## src/hw/hrp_pkg.sv

```systemverilog
// Package of constants and types shared by the host register port.
`default_nettype none
package hrp_pkg;
  // ****************************************************************
  // Bus style straps
  // ****************************************************************
  localparam logic [2:0] STYLE_LATCH = 3'h0;
  localparam logic [2:0] STYLE_DIR = 3'h1;
  localparam logic [2:0] STYLE_SYNC = 3'h7;

  // ****************************************************************
  // Top address decoding
  // ****************************************************************
  localparam logic [2:0] TOP_SELF = 3'h0;
  localparam logic [2:0] TOP_NONE = 3'h6;
  localparam logic [2:0] TOP_ALL = 3'h7;
  localparam int NUM_COMPANIONS = 5;

  // ****************************************************************
  // Register space and reset values
  // ****************************************************************
  localparam int ADDR_BITS = 8;
  localparam int NUM_REGS = 256;
  localparam logic [7:0] STATUS_ADDR = 8'hFF;
  localparam logic [7:0] REG_RESET = 8'h00;
  localparam logic [2:0] ADDR_TOP_RESET = 3'h6;
  localparam logic [7:0] ADDR_LOW_RESET = 8'h00;
  localparam logic [4:0] CS_N_RESET = 5'h1F;

  // ****************************************************************
  // Access sequencer states, Gray coded along idle, access, hold
  // ****************************************************************
  typedef enum logic [1:0] {
    HRP_IDLE = 2'b00,
    HRP_ACCESS = 2'b01,
    HRP_HOLD = 2'b11
  } hrp_state_e;
endpackage
`default_nettype wire

```

## src/hw/hrp_cs_decoder.sv

```systemverilog
// Companion chip select decoder driven by the latched top address bits.
`default_nettype none
module hrp_cs_decoder #(
  parameter int NUM_COMP = hrp_pkg::NUM_COMPANIONS
) (
  // Clock and reset
  input wire logic clk,
  input wire logic rst,
  // Decoder inputs
  input wire logic chip_sel_n,
  input wire logic [2:0] addr_top,
  // Companion selects
  output logic [NUM_COMP-1:0] companion_cs_n
);
  // ****************************************************************
  // One registered select per companion
  // ****************************************************************
  genvar i;
  generate
    for (i = 0; i < NUM_COMP; i++)
    begin : g_comp
      wire logic hit;
      assign hit = !chip_sel_n &&
                   (addr_top == 3'(i + 1) || addr_top == hrp_pkg::TOP_ALL);
      always_ff @(posedge clk)
      begin
        if (rst)
          companion_cs_n[i] <= 1'b1;
        else
          companion_cs_n[i] <= !hit;
      end
    end
  endgenerate
endmodule
`default_nettype wire

```

## src/hw/hrp_host_port.sv

```systemverilog
// Parallel host register port: bus style select, address latch, access sequencer.
`default_nettype none
module hrp_host_port #(
  parameter int NUM_COMP = hrp_pkg::NUM_COMPANIONS
) (
  // Clock and reset
  input wire logic clk,
  input wire logic rst,
  // Bus style straps
  input wire logic [2:0] host_style_select,
  // Host address and control
  input wire logic [10:0] addr_in,
  input wire logic address_latch_strobe,
  input wire logic chip_sel_n,
  input wire logic rd_strobe_n,
  input wire logic wr_dir,
  input wire logic sync_clk_in,
  // Host data bus
  input wire logic [7:0] data_in,
  output logic [7:0] data_out,
  output logic data_oe,
  // Host handshake and interrupt
  output logic cycle_done_n,
  output logic host_irq_n,
  // Companion selects
  output logic [NUM_COMP-1:0] companion_cs_n,
  // Core side
  input wire logic [7:0] status_in,
  output logic cfg_wr_pulse,
  output logic [7:0] cfg_wr_addr,
  output logic [7:0] cfg_wr_data
);
  // ****************************************************************
  // Strap capture and style decode
  // ****************************************************************
  logic [2:0] style_reg;
  logic style_cap_reg;
  // The straps are static, so sampling once after reset release is enough.
  always_ff @(posedge clk)
  begin
    if (rst)
    begin
      style_reg <= hrp_pkg::TOP_NONE;
      style_cap_reg <= 1'b0;
    end
    else if (!style_cap_reg)
    begin
      style_reg <= host_style_select;
      style_cap_reg <= 1'b1;
    end
  end

  wire logic style_latch;
  wire logic style_dir;
  wire logic style_sync;
  wire logic style_ok;
  assign style_latch = style_cap_reg && style_reg == hrp_pkg::STYLE_LATCH;
  assign style_dir = style_cap_reg && style_reg == hrp_pkg::STYLE_DIR;
  assign style_sync = style_cap_reg && style_reg == hrp_pkg::STYLE_SYNC;
  // Undefined strap patterns keep the sequencer from starting any access; the address latch and companion selects still follow the host.
  assign style_ok = style_latch || style_dir || style_sync;

  // ****************************************************************
  // Control pin meaning per style
  // ****************************************************************
  wire logic rd_req;
  wire logic wr_req;
  assign rd_req = style_latch ? !rd_strobe_n : (!rd_strobe_n && wr_dir);
  assign wr_req = style_latch ? !wr_dir : (!rd_strobe_n && !wr_dir);

  logic sync_clk_q;
  always_ff @(posedge clk)
  begin
    if (rst)
      sync_clk_q <= 1'b0;
    else
      sync_clk_q <= sync_clk_in;
  end
  wire logic sync_rise;
  assign sync_rise = sync_clk_in && !sync_clk_q;

  // ****************************************************************
  // Address latch
  // ****************************************************************
  logic [2:0] addr_top_reg;
  logic [7:0] addr_low_reg;
  // Transparent while the strobe is high, so a strobe tied high still works.
  always_ff @(posedge clk)
  begin
    if (rst)
    begin
      addr_top_reg <= hrp_pkg::ADDR_TOP_RESET;
      addr_low_reg <= hrp_pkg::ADDR_LOW_RESET;
    end
    else if (address_latch_strobe)
    begin
      addr_top_reg <= addr_in[10:8];
      addr_low_reg <= addr_in[7:0];
    end
  end

  hrp_cs_decoder #(
    .NUM_COMP(NUM_COMP)
  ) u_cs_decoder (
    .clk(clk),
    .rst(rst),
    .chip_sel_n(chip_sel_n),
    .addr_top(addr_top_reg),
    .companion_cs_n(companion_cs_n)
  );

  // ****************************************************************
  // Access sequencer
  // ****************************************************************
  hrp_pkg::hrp_state_e state_reg;
  hrp_pkg::hrp_state_e state_next;
  logic is_read_reg;
  logic [7:0] regs_mem [hrp_pkg::NUM_REGS];

  wire logic self_sel;
  wire logic start;
  wire logic release_bus;
  // A broadcast read would make every device drive the bus, so it is ignored.
  assign self_sel = addr_top_reg == hrp_pkg::TOP_SELF ||
                    (addr_top_reg == hrp_pkg::TOP_ALL && !rd_req);
  assign start = state_reg == hrp_pkg::HRP_IDLE && !chip_sel_n && style_ok && self_sel &&
                 (rd_req || wr_req) && (!style_sync || sync_rise);
  assign release_bus = chip_sel_n || !(rd_req || wr_req);

  always_comb
  begin
    state_next = state_reg;
    case (state_reg)
      hrp_pkg::HRP_IDLE:
        if (start)
          state_next = hrp_pkg::HRP_ACCESS;
      hrp_pkg::HRP_ACCESS:
        state_next = release_bus ? hrp_pkg::HRP_IDLE : hrp_pkg::HRP_HOLD;
      hrp_pkg::HRP_HOLD:
        if (release_bus)
          state_next = hrp_pkg::HRP_IDLE;
      default:
        state_next = hrp_pkg::HRP_IDLE;
    endcase
  end

  wire logic do_write;
  wire logic [7:0] rd_value;
  assign do_write = start && !rd_req;
  assign rd_value = addr_low_reg == hrp_pkg::STATUS_ADDR ? status_in :
                    regs_mem[addr_low_reg];

  always_ff @(posedge clk)
  begin
    if (rst)
    begin
      state_reg <= hrp_pkg::HRP_IDLE;
      is_read_reg <= 1'b0;
    end
    else
    begin
      state_reg <= state_next;
      if (start)
        is_read_reg <= rd_req;
    end
  end

  always_ff @(posedge clk)
  begin
    if (rst)
    begin
      for (int k = 0; k < hrp_pkg::NUM_REGS; k++)
        regs_mem[k] <= hrp_pkg::REG_RESET;
    end
    else if (do_write)
      regs_mem[addr_low_reg] <= data_in;
  end

  always_ff @(posedge clk)
  begin
    if (rst)
    begin
      data_out <= 8'h00;
      cfg_wr_pulse <= 1'b0;
      cfg_wr_addr <= 8'h00;
      cfg_wr_data <= 8'h00;
      host_irq_n <= 1'b1;
    end
    else
    begin
      if (state_reg == hrp_pkg::HRP_ACCESS && is_read_reg)
        data_out <= rd_value;
      cfg_wr_pulse <= do_write;
      if (do_write)
      begin
        cfg_wr_addr <= addr_low_reg;
        cfg_wr_data <= data_in;
      end
      host_irq_n <= !(|status_in);
    end
  end

  assign cycle_done_n = state_reg != hrp_pkg::HRP_HOLD;
  assign data_oe = state_reg == hrp_pkg::HRP_HOLD && is_read_reg;
endmodule
`default_nettype wire

```

## config.mk

```make
export PLATFORM = sky130hd
export DESIGN_NAME = hrp_host_port
export DESIGN_NICKNAME = d
export VERILOG_FILES = /design/src/hw/hrp_pkg.sv /design/src/hw/hrp_cs_decoder.sv /design/src/hw/hrp_host_port.sv
export SDC_FILE = /design/constraint.sdc
export NUM_CORES = 2
export LEC_CHECK = 0
export BUFFER_PORTS_ARGS = -buffer_cell sky130_fd_sc_hd__buf_4
export CORE_MARGIN = 8
export CORE_UTILIZATION = 31
export DETAILED_ROUTE_END_ITERATION = 6
export GPL_ROUTABILITY_DRIVEN = 0
export SYNTH_ARGS = -nofsm -noshare
export SYNTH_HDL_FRONTEND = slang
export SYNTH_HIERARCHICAL = 1
export SYNTH_SLANG_ARGS = --single-unit
```

## constraint.sdc

```tcl
create_clock -name clk -period 4.9 [get_ports clk]
set_clock_uncertainty 0.2 [all_clocks]
set_input_delay 0.245 -clock clk [delete_from_list [all_inputs] [get_ports clk]]
set_output_delay 0.245 -clock clk [all_outputs]
set_load 0.05 [all_outputs]
```

==> Word level (Yosys, flattened, before mapping) <==
Memories as Yosys holds them, arrays and structs flattened. A register that Yosys moved wholly into a read port is not among the register bits.
Index checks and enable logic that the tools add are counted.
{ "totals": {"out_inout_bits": 33, "input_bits": 37, "ram_bits": 2048, "word_cells": 100, "regBits": 50, "memories": 1} }
{ "op_classes": {"mux": 18, "n_reduce_logical": 50, "eq_ne": 14} }
{ "memory_table": {"columns": ["name", "depth", "width", "read_ports", "rd_clocked_by_memory_dff", "wr", "line_no", "source"], "rows": [
  ["regs_mem", 256, 8, 1, 1, 256, "hrp_host_port.sv:118", "logic [7:0] regs_mem [hrp_pkg::NUM_REGS];"]
]} }
{ "op_table": {"columns": ["op", "count"], "rows": [
  ["$mux W8", 5],
  ["$logic_and A1 B1 Y1", 20],
  ["$reduce_or A8 Y1", 2],
  ["$logic_not A1 Y1", 13],
  ["$eq A3 B3 Y1 const B", 4],
  ["$logic_or A1 B1 Y1", 11],
  ["$mux W1", 9],
  ["$eq A8 B8 Y1 const B", 1],
  ["$eq A3 B1 Y1 const B", 2],
  ["$eq A3 B2 Y1 const B", 2],
  ["$logic_not A3 Y1", 2],
  ["$mux W2", 3],
  ["$ne A2 B2 Y1 const B", 3],
  ["$pmux W2 S3", 1],
  ["$eq A2 B1 Y1 const B", 1],
  ["$eq A2 B2 Y1 const B", 1],
  ["$logic_not A2 Y1", 1],
  ["$reduce_and A2 Y1", 1]
]} }

==> Logic depth before layout (Yosys ltp) <==
{ "logic_depth": {"depth_word": 15, "ltp_mapped": 14, "ltp_nobuf": 8} }

==> Cells and area by module <==
Netlist, hierarchy kept.
{ "modules_own_cells": {"columns": ["mod", "n_inst", "cells_each", "seq_area_each_um2", "area_each_um2"], "rows": [
  ["hrp_host_port", 1, 6723, 62560.0, 93482.2],
  ["hrp_cs_decoder", 1, 14, 100.1, 155.1]
]} }

==> Worst setup path after synthesis <==
OpenSTA, ideal clock, no wires.
{ "synth_timing": {"path_kind": "flip-flop to flip-flop", "from": "reg style_cap_reg", "to": "mem regs_mem[243][0] (enable)", "path_stages_with_launch": 11, "arrival_time_ps": 3071, "setup_slack_ps": 1245, "t_required_ps": 4316, "setup_time_ps": 384, "path_buffers": 4, "synth_period_minus_slack_ps": 3655, "path_cell_list": "dfxtp_1 or4b_1 o21ai_1 nand4b_1 or4_1 buf_2 buf_2 or2_1 clkbuf_1 buf_6 o21ai_0"} }
{ "synth_lines": {"columns": ["item", "line_no", "source"], "rows": [
  ["from (decl)", "hrp_host_port.sv:37", "logic style_cap_reg;"],
  ["from (signal assigned)", "hrp_host_port.sv:44", "style_cap_reg <= 1'b0;"],
  ["from (signal assigned)", "hrp_host_port.sv:49", "style_cap_reg <= 1'b1;"],
  ["to (decl)", "hrp_host_port.sv:118", null]
]} }

==> impl_results.md <==
- Vias in the first global route: 57800
- GRT Overall Usage: 17.99%
- Post-synth top flop: edfxtp_1
- First-pass DRT Iterations: 6
- Die Span Y: 565.6 µm
- Syn Nets: 6774
- # IOs: 70
- Final-report setup violation count: 0
- Total wire length: 296900 µm
- Fin crit share: 95.35%
- Worst path max stage delay: 0.91 ns
- Yosys cell types: 70
- Flops & latches, synth: 2106
- WP data arrival: 5.28 ns
- Starting DRC count in detailed routing: 8034
- Port Buf Inserts: 69
- Worst skew pair latency: 0.87 ns
- Number of flip-flops in the largest register: 2048
- Least-Margin Pin Slew: 1.262 ns
- Die Area: 319900 µm²
- Max Clk Rate: 214.0 MHz
- Final min period: 4.672 ns
- First-pass GRT wire length: 421700 µm
- Register area share after synthesis: 66.92%
- Top cell family by delay on the critical path: compound AO/OA/AOI/OAI gates
- H-tree depth: 4
- Cts bufs inserted: 216
- Clk sinks: 2106
- Bufs on Longest Clock Path: 3
- Mapped Area: 93640 µm²
- Status: complete, no violations
- Post-CTS setup buffer count: 0
- Peak supply drop: 0.0003706 V
- Setup TNS: 0 ns
- Buf/Inv on CP: 4
- Area after DPL: 98980 µm²
- Rows: 201
- Critical path class: reg2reg
- CORE AREA: 300300 µm²
- CP required: 5.51 ns
- Final hold violation count: 0
- Starting Density: 31.18%
- Root buffer cell: clkbuf_16
- Die Wd: 565.6 µm
- CTS tree: built
- Initial antenna violation count: 18
- Critical Path Fanout Max: 28
- Via count: 59250
- Max-Cap Viols: 0
- Final ANT Viol Nets: 0
- RSZ-0062 raised after global routing: no
- Most used cell, CP: buf_12
- Fin nets: 6771
- CP Capture Type: flop
- Remaining global-route overflow: 0
- Critical path's slowest cell: dfxtp_4
- Worst-path cell chain: buf_12, buf_12, buf_12, buf_4, mux4_2, mux2i_1, a22oi_1, o2111ai_1, o21ai_0, o21ai_0, a21bo_2
- Most frequent cells in the layout: edfxtp_1 (2048), nor2_1 (1808), nand2_1 (636), mux4_2 (516), and2_1 (331)
- Reg clk slew, reported paths: 0.06 ns
- Vias/cell: 5.442
- Avg WL per Cell: 27.27 µm
- Commonest non-fill, non-tap cell in the layout: edfxtp_1
- LEAKAGE: 34.60 nW
- Area growth, synth to finish: 14.25%
- Share of cells above drive strength 1: 19.09%
- Synthesis warning total: 6
- Hold WC Path Type: in2reg
- Syn avg cell area: 13.90 µm²
- Startpoint Class: flop
- Post-synth EDFFs: 2048
- Hpwl dp: 190100 µm
- # DRC: 0
- Pwr dens: 379.9 nW/µm²
- Largest net degree at the start of global routing: 105
- Largest reg by FF count: regs_mem
- Post-Synthesis Cells: 6737
- Slew headroom: 15.40%
- Asr flop ratio synth: 0%
- Slew Limit Fails: 0
- Design area: 107000 µm²
## worst reg2reg max path, cell delays in order (launching register included)
cell	delay [ns]
dfxtp_4	0.91
buf_12	0.28
buf_12	0.23
buf_12	0.25
buf_4	0.29
mux4_2	0.26
mux2i_1	0.15
a22oi_1	0.55
o2111ai_1	0.19
o21ai_0	0.66
o21ai_0	0.37
a21bo_2	0.29
## cell usage after synthesis (31+ instances only)
master / number / share of area, %
edfxtp_1: 2048 / 66
nor2_1: 1826 / 7.3
nand2_1: 636 / 2.5
mux4_2: 516 / 12
clkbuf_1: 391 / 1.6
and2_1: 331 / 2.2
mux2i_1: 129 / 1.4
buf_2: 120 / 0.64
o21ai_0: 89 / 0.48
buf_1: 59 / 0.24
dfxtp_1: 58 / 1.2
nand3_1: 48 / 0.26
buf_4: 33 / 0.26
o22ai_1: 33 / 0.22
a21oi_1: 31 / 0.17
## layout make-up
| class | count | area (µm²) |
|---|---|---|
| flip-flops and latches | 2106 | 62680 |
| fillers | 28500 | 193300 |
| clock buffers | 258 | 5645 |
| clock inverters | 147 | 1759 |
| diodes | 8 | 20.02 |
| multi-input cells | 3998 | 28400 |
| well taps | 3958 | 4952 |
| repair buffers | 403 | 3481 |
| inverters | 9 | 41.29 |
## routing by layer
layer / up-vias / wire length [µm] / GRT usage, %
met3: 597 / 32560 / 4.250
met5: - / 31 / 0
li1: 24480 / - / -
met4: 6 / 14140 / 7.793
met1: 30520 / 113200 / 23.72
met2: 3655 / 136900 / 28.44
## logic make-up (layout without fill, tap and decap cells)
| logic type | Yosys count | in the layout | synth area share, % |
|---|---|---|---|
| xor+xnor | 3 | 3 | 0.02807 |
| mux | 675 | 675 | 14.15 |
| compound gates | 309 | 309 | 2.215 |
| flops | 2106 | 2106 | 66.92 |
| other cells | 0 | 8 | 0 |
| buf+inv | 633 | 817 | 2.998 |
| simple gates | 3011 | 3011 | 13.69 |
## stage by stage
step	hold WS [ns]	total power [mW]	utilization [%]	instances	setup slack, ns
floorplan	0.1701	22.39	-	6737	1.245
global placement	0.2648	23.57	32.96	10420	0.3541
detailed placement	0.2719	23.62	32.96	10420	0.3770
CTS	0.01159	40.71	35.62	10880	0.3360
global route	0.08391	41.56	35.62	10880	0.2481
finish	0.07721	40.64	35.63	10890	0.2278
## timing repair
item / in CTS / in global routing
hold buffers: 57 / 0
hold endpoints to repair: 143 / 0
gates resized for setup: 0 / 0
## final timing paths
kind | from | endpoint | slack (ns) | cells past startpoint
max | flop | data_out[6] | 0.23 | 11
min | addr_in[1] | addr_low_reg[1] | 0.08 | 4
max reg2reg | flop | data_out[6] | 0.23 | 11
min reg2reg | addr_top_reg[2] | u_cs_decoder/companion_cs_n[3] | 0.32 | 1
## where the power goes
group	switching, mW	internal, mW	total (mW)
Combinational	1.82	0.984	2.80
Sequential	0.238	20.3	20.5
Clock	7.20	10.1	17.3
Total	9.25	31.4	40.6
(Power assumes the default switching activity.)
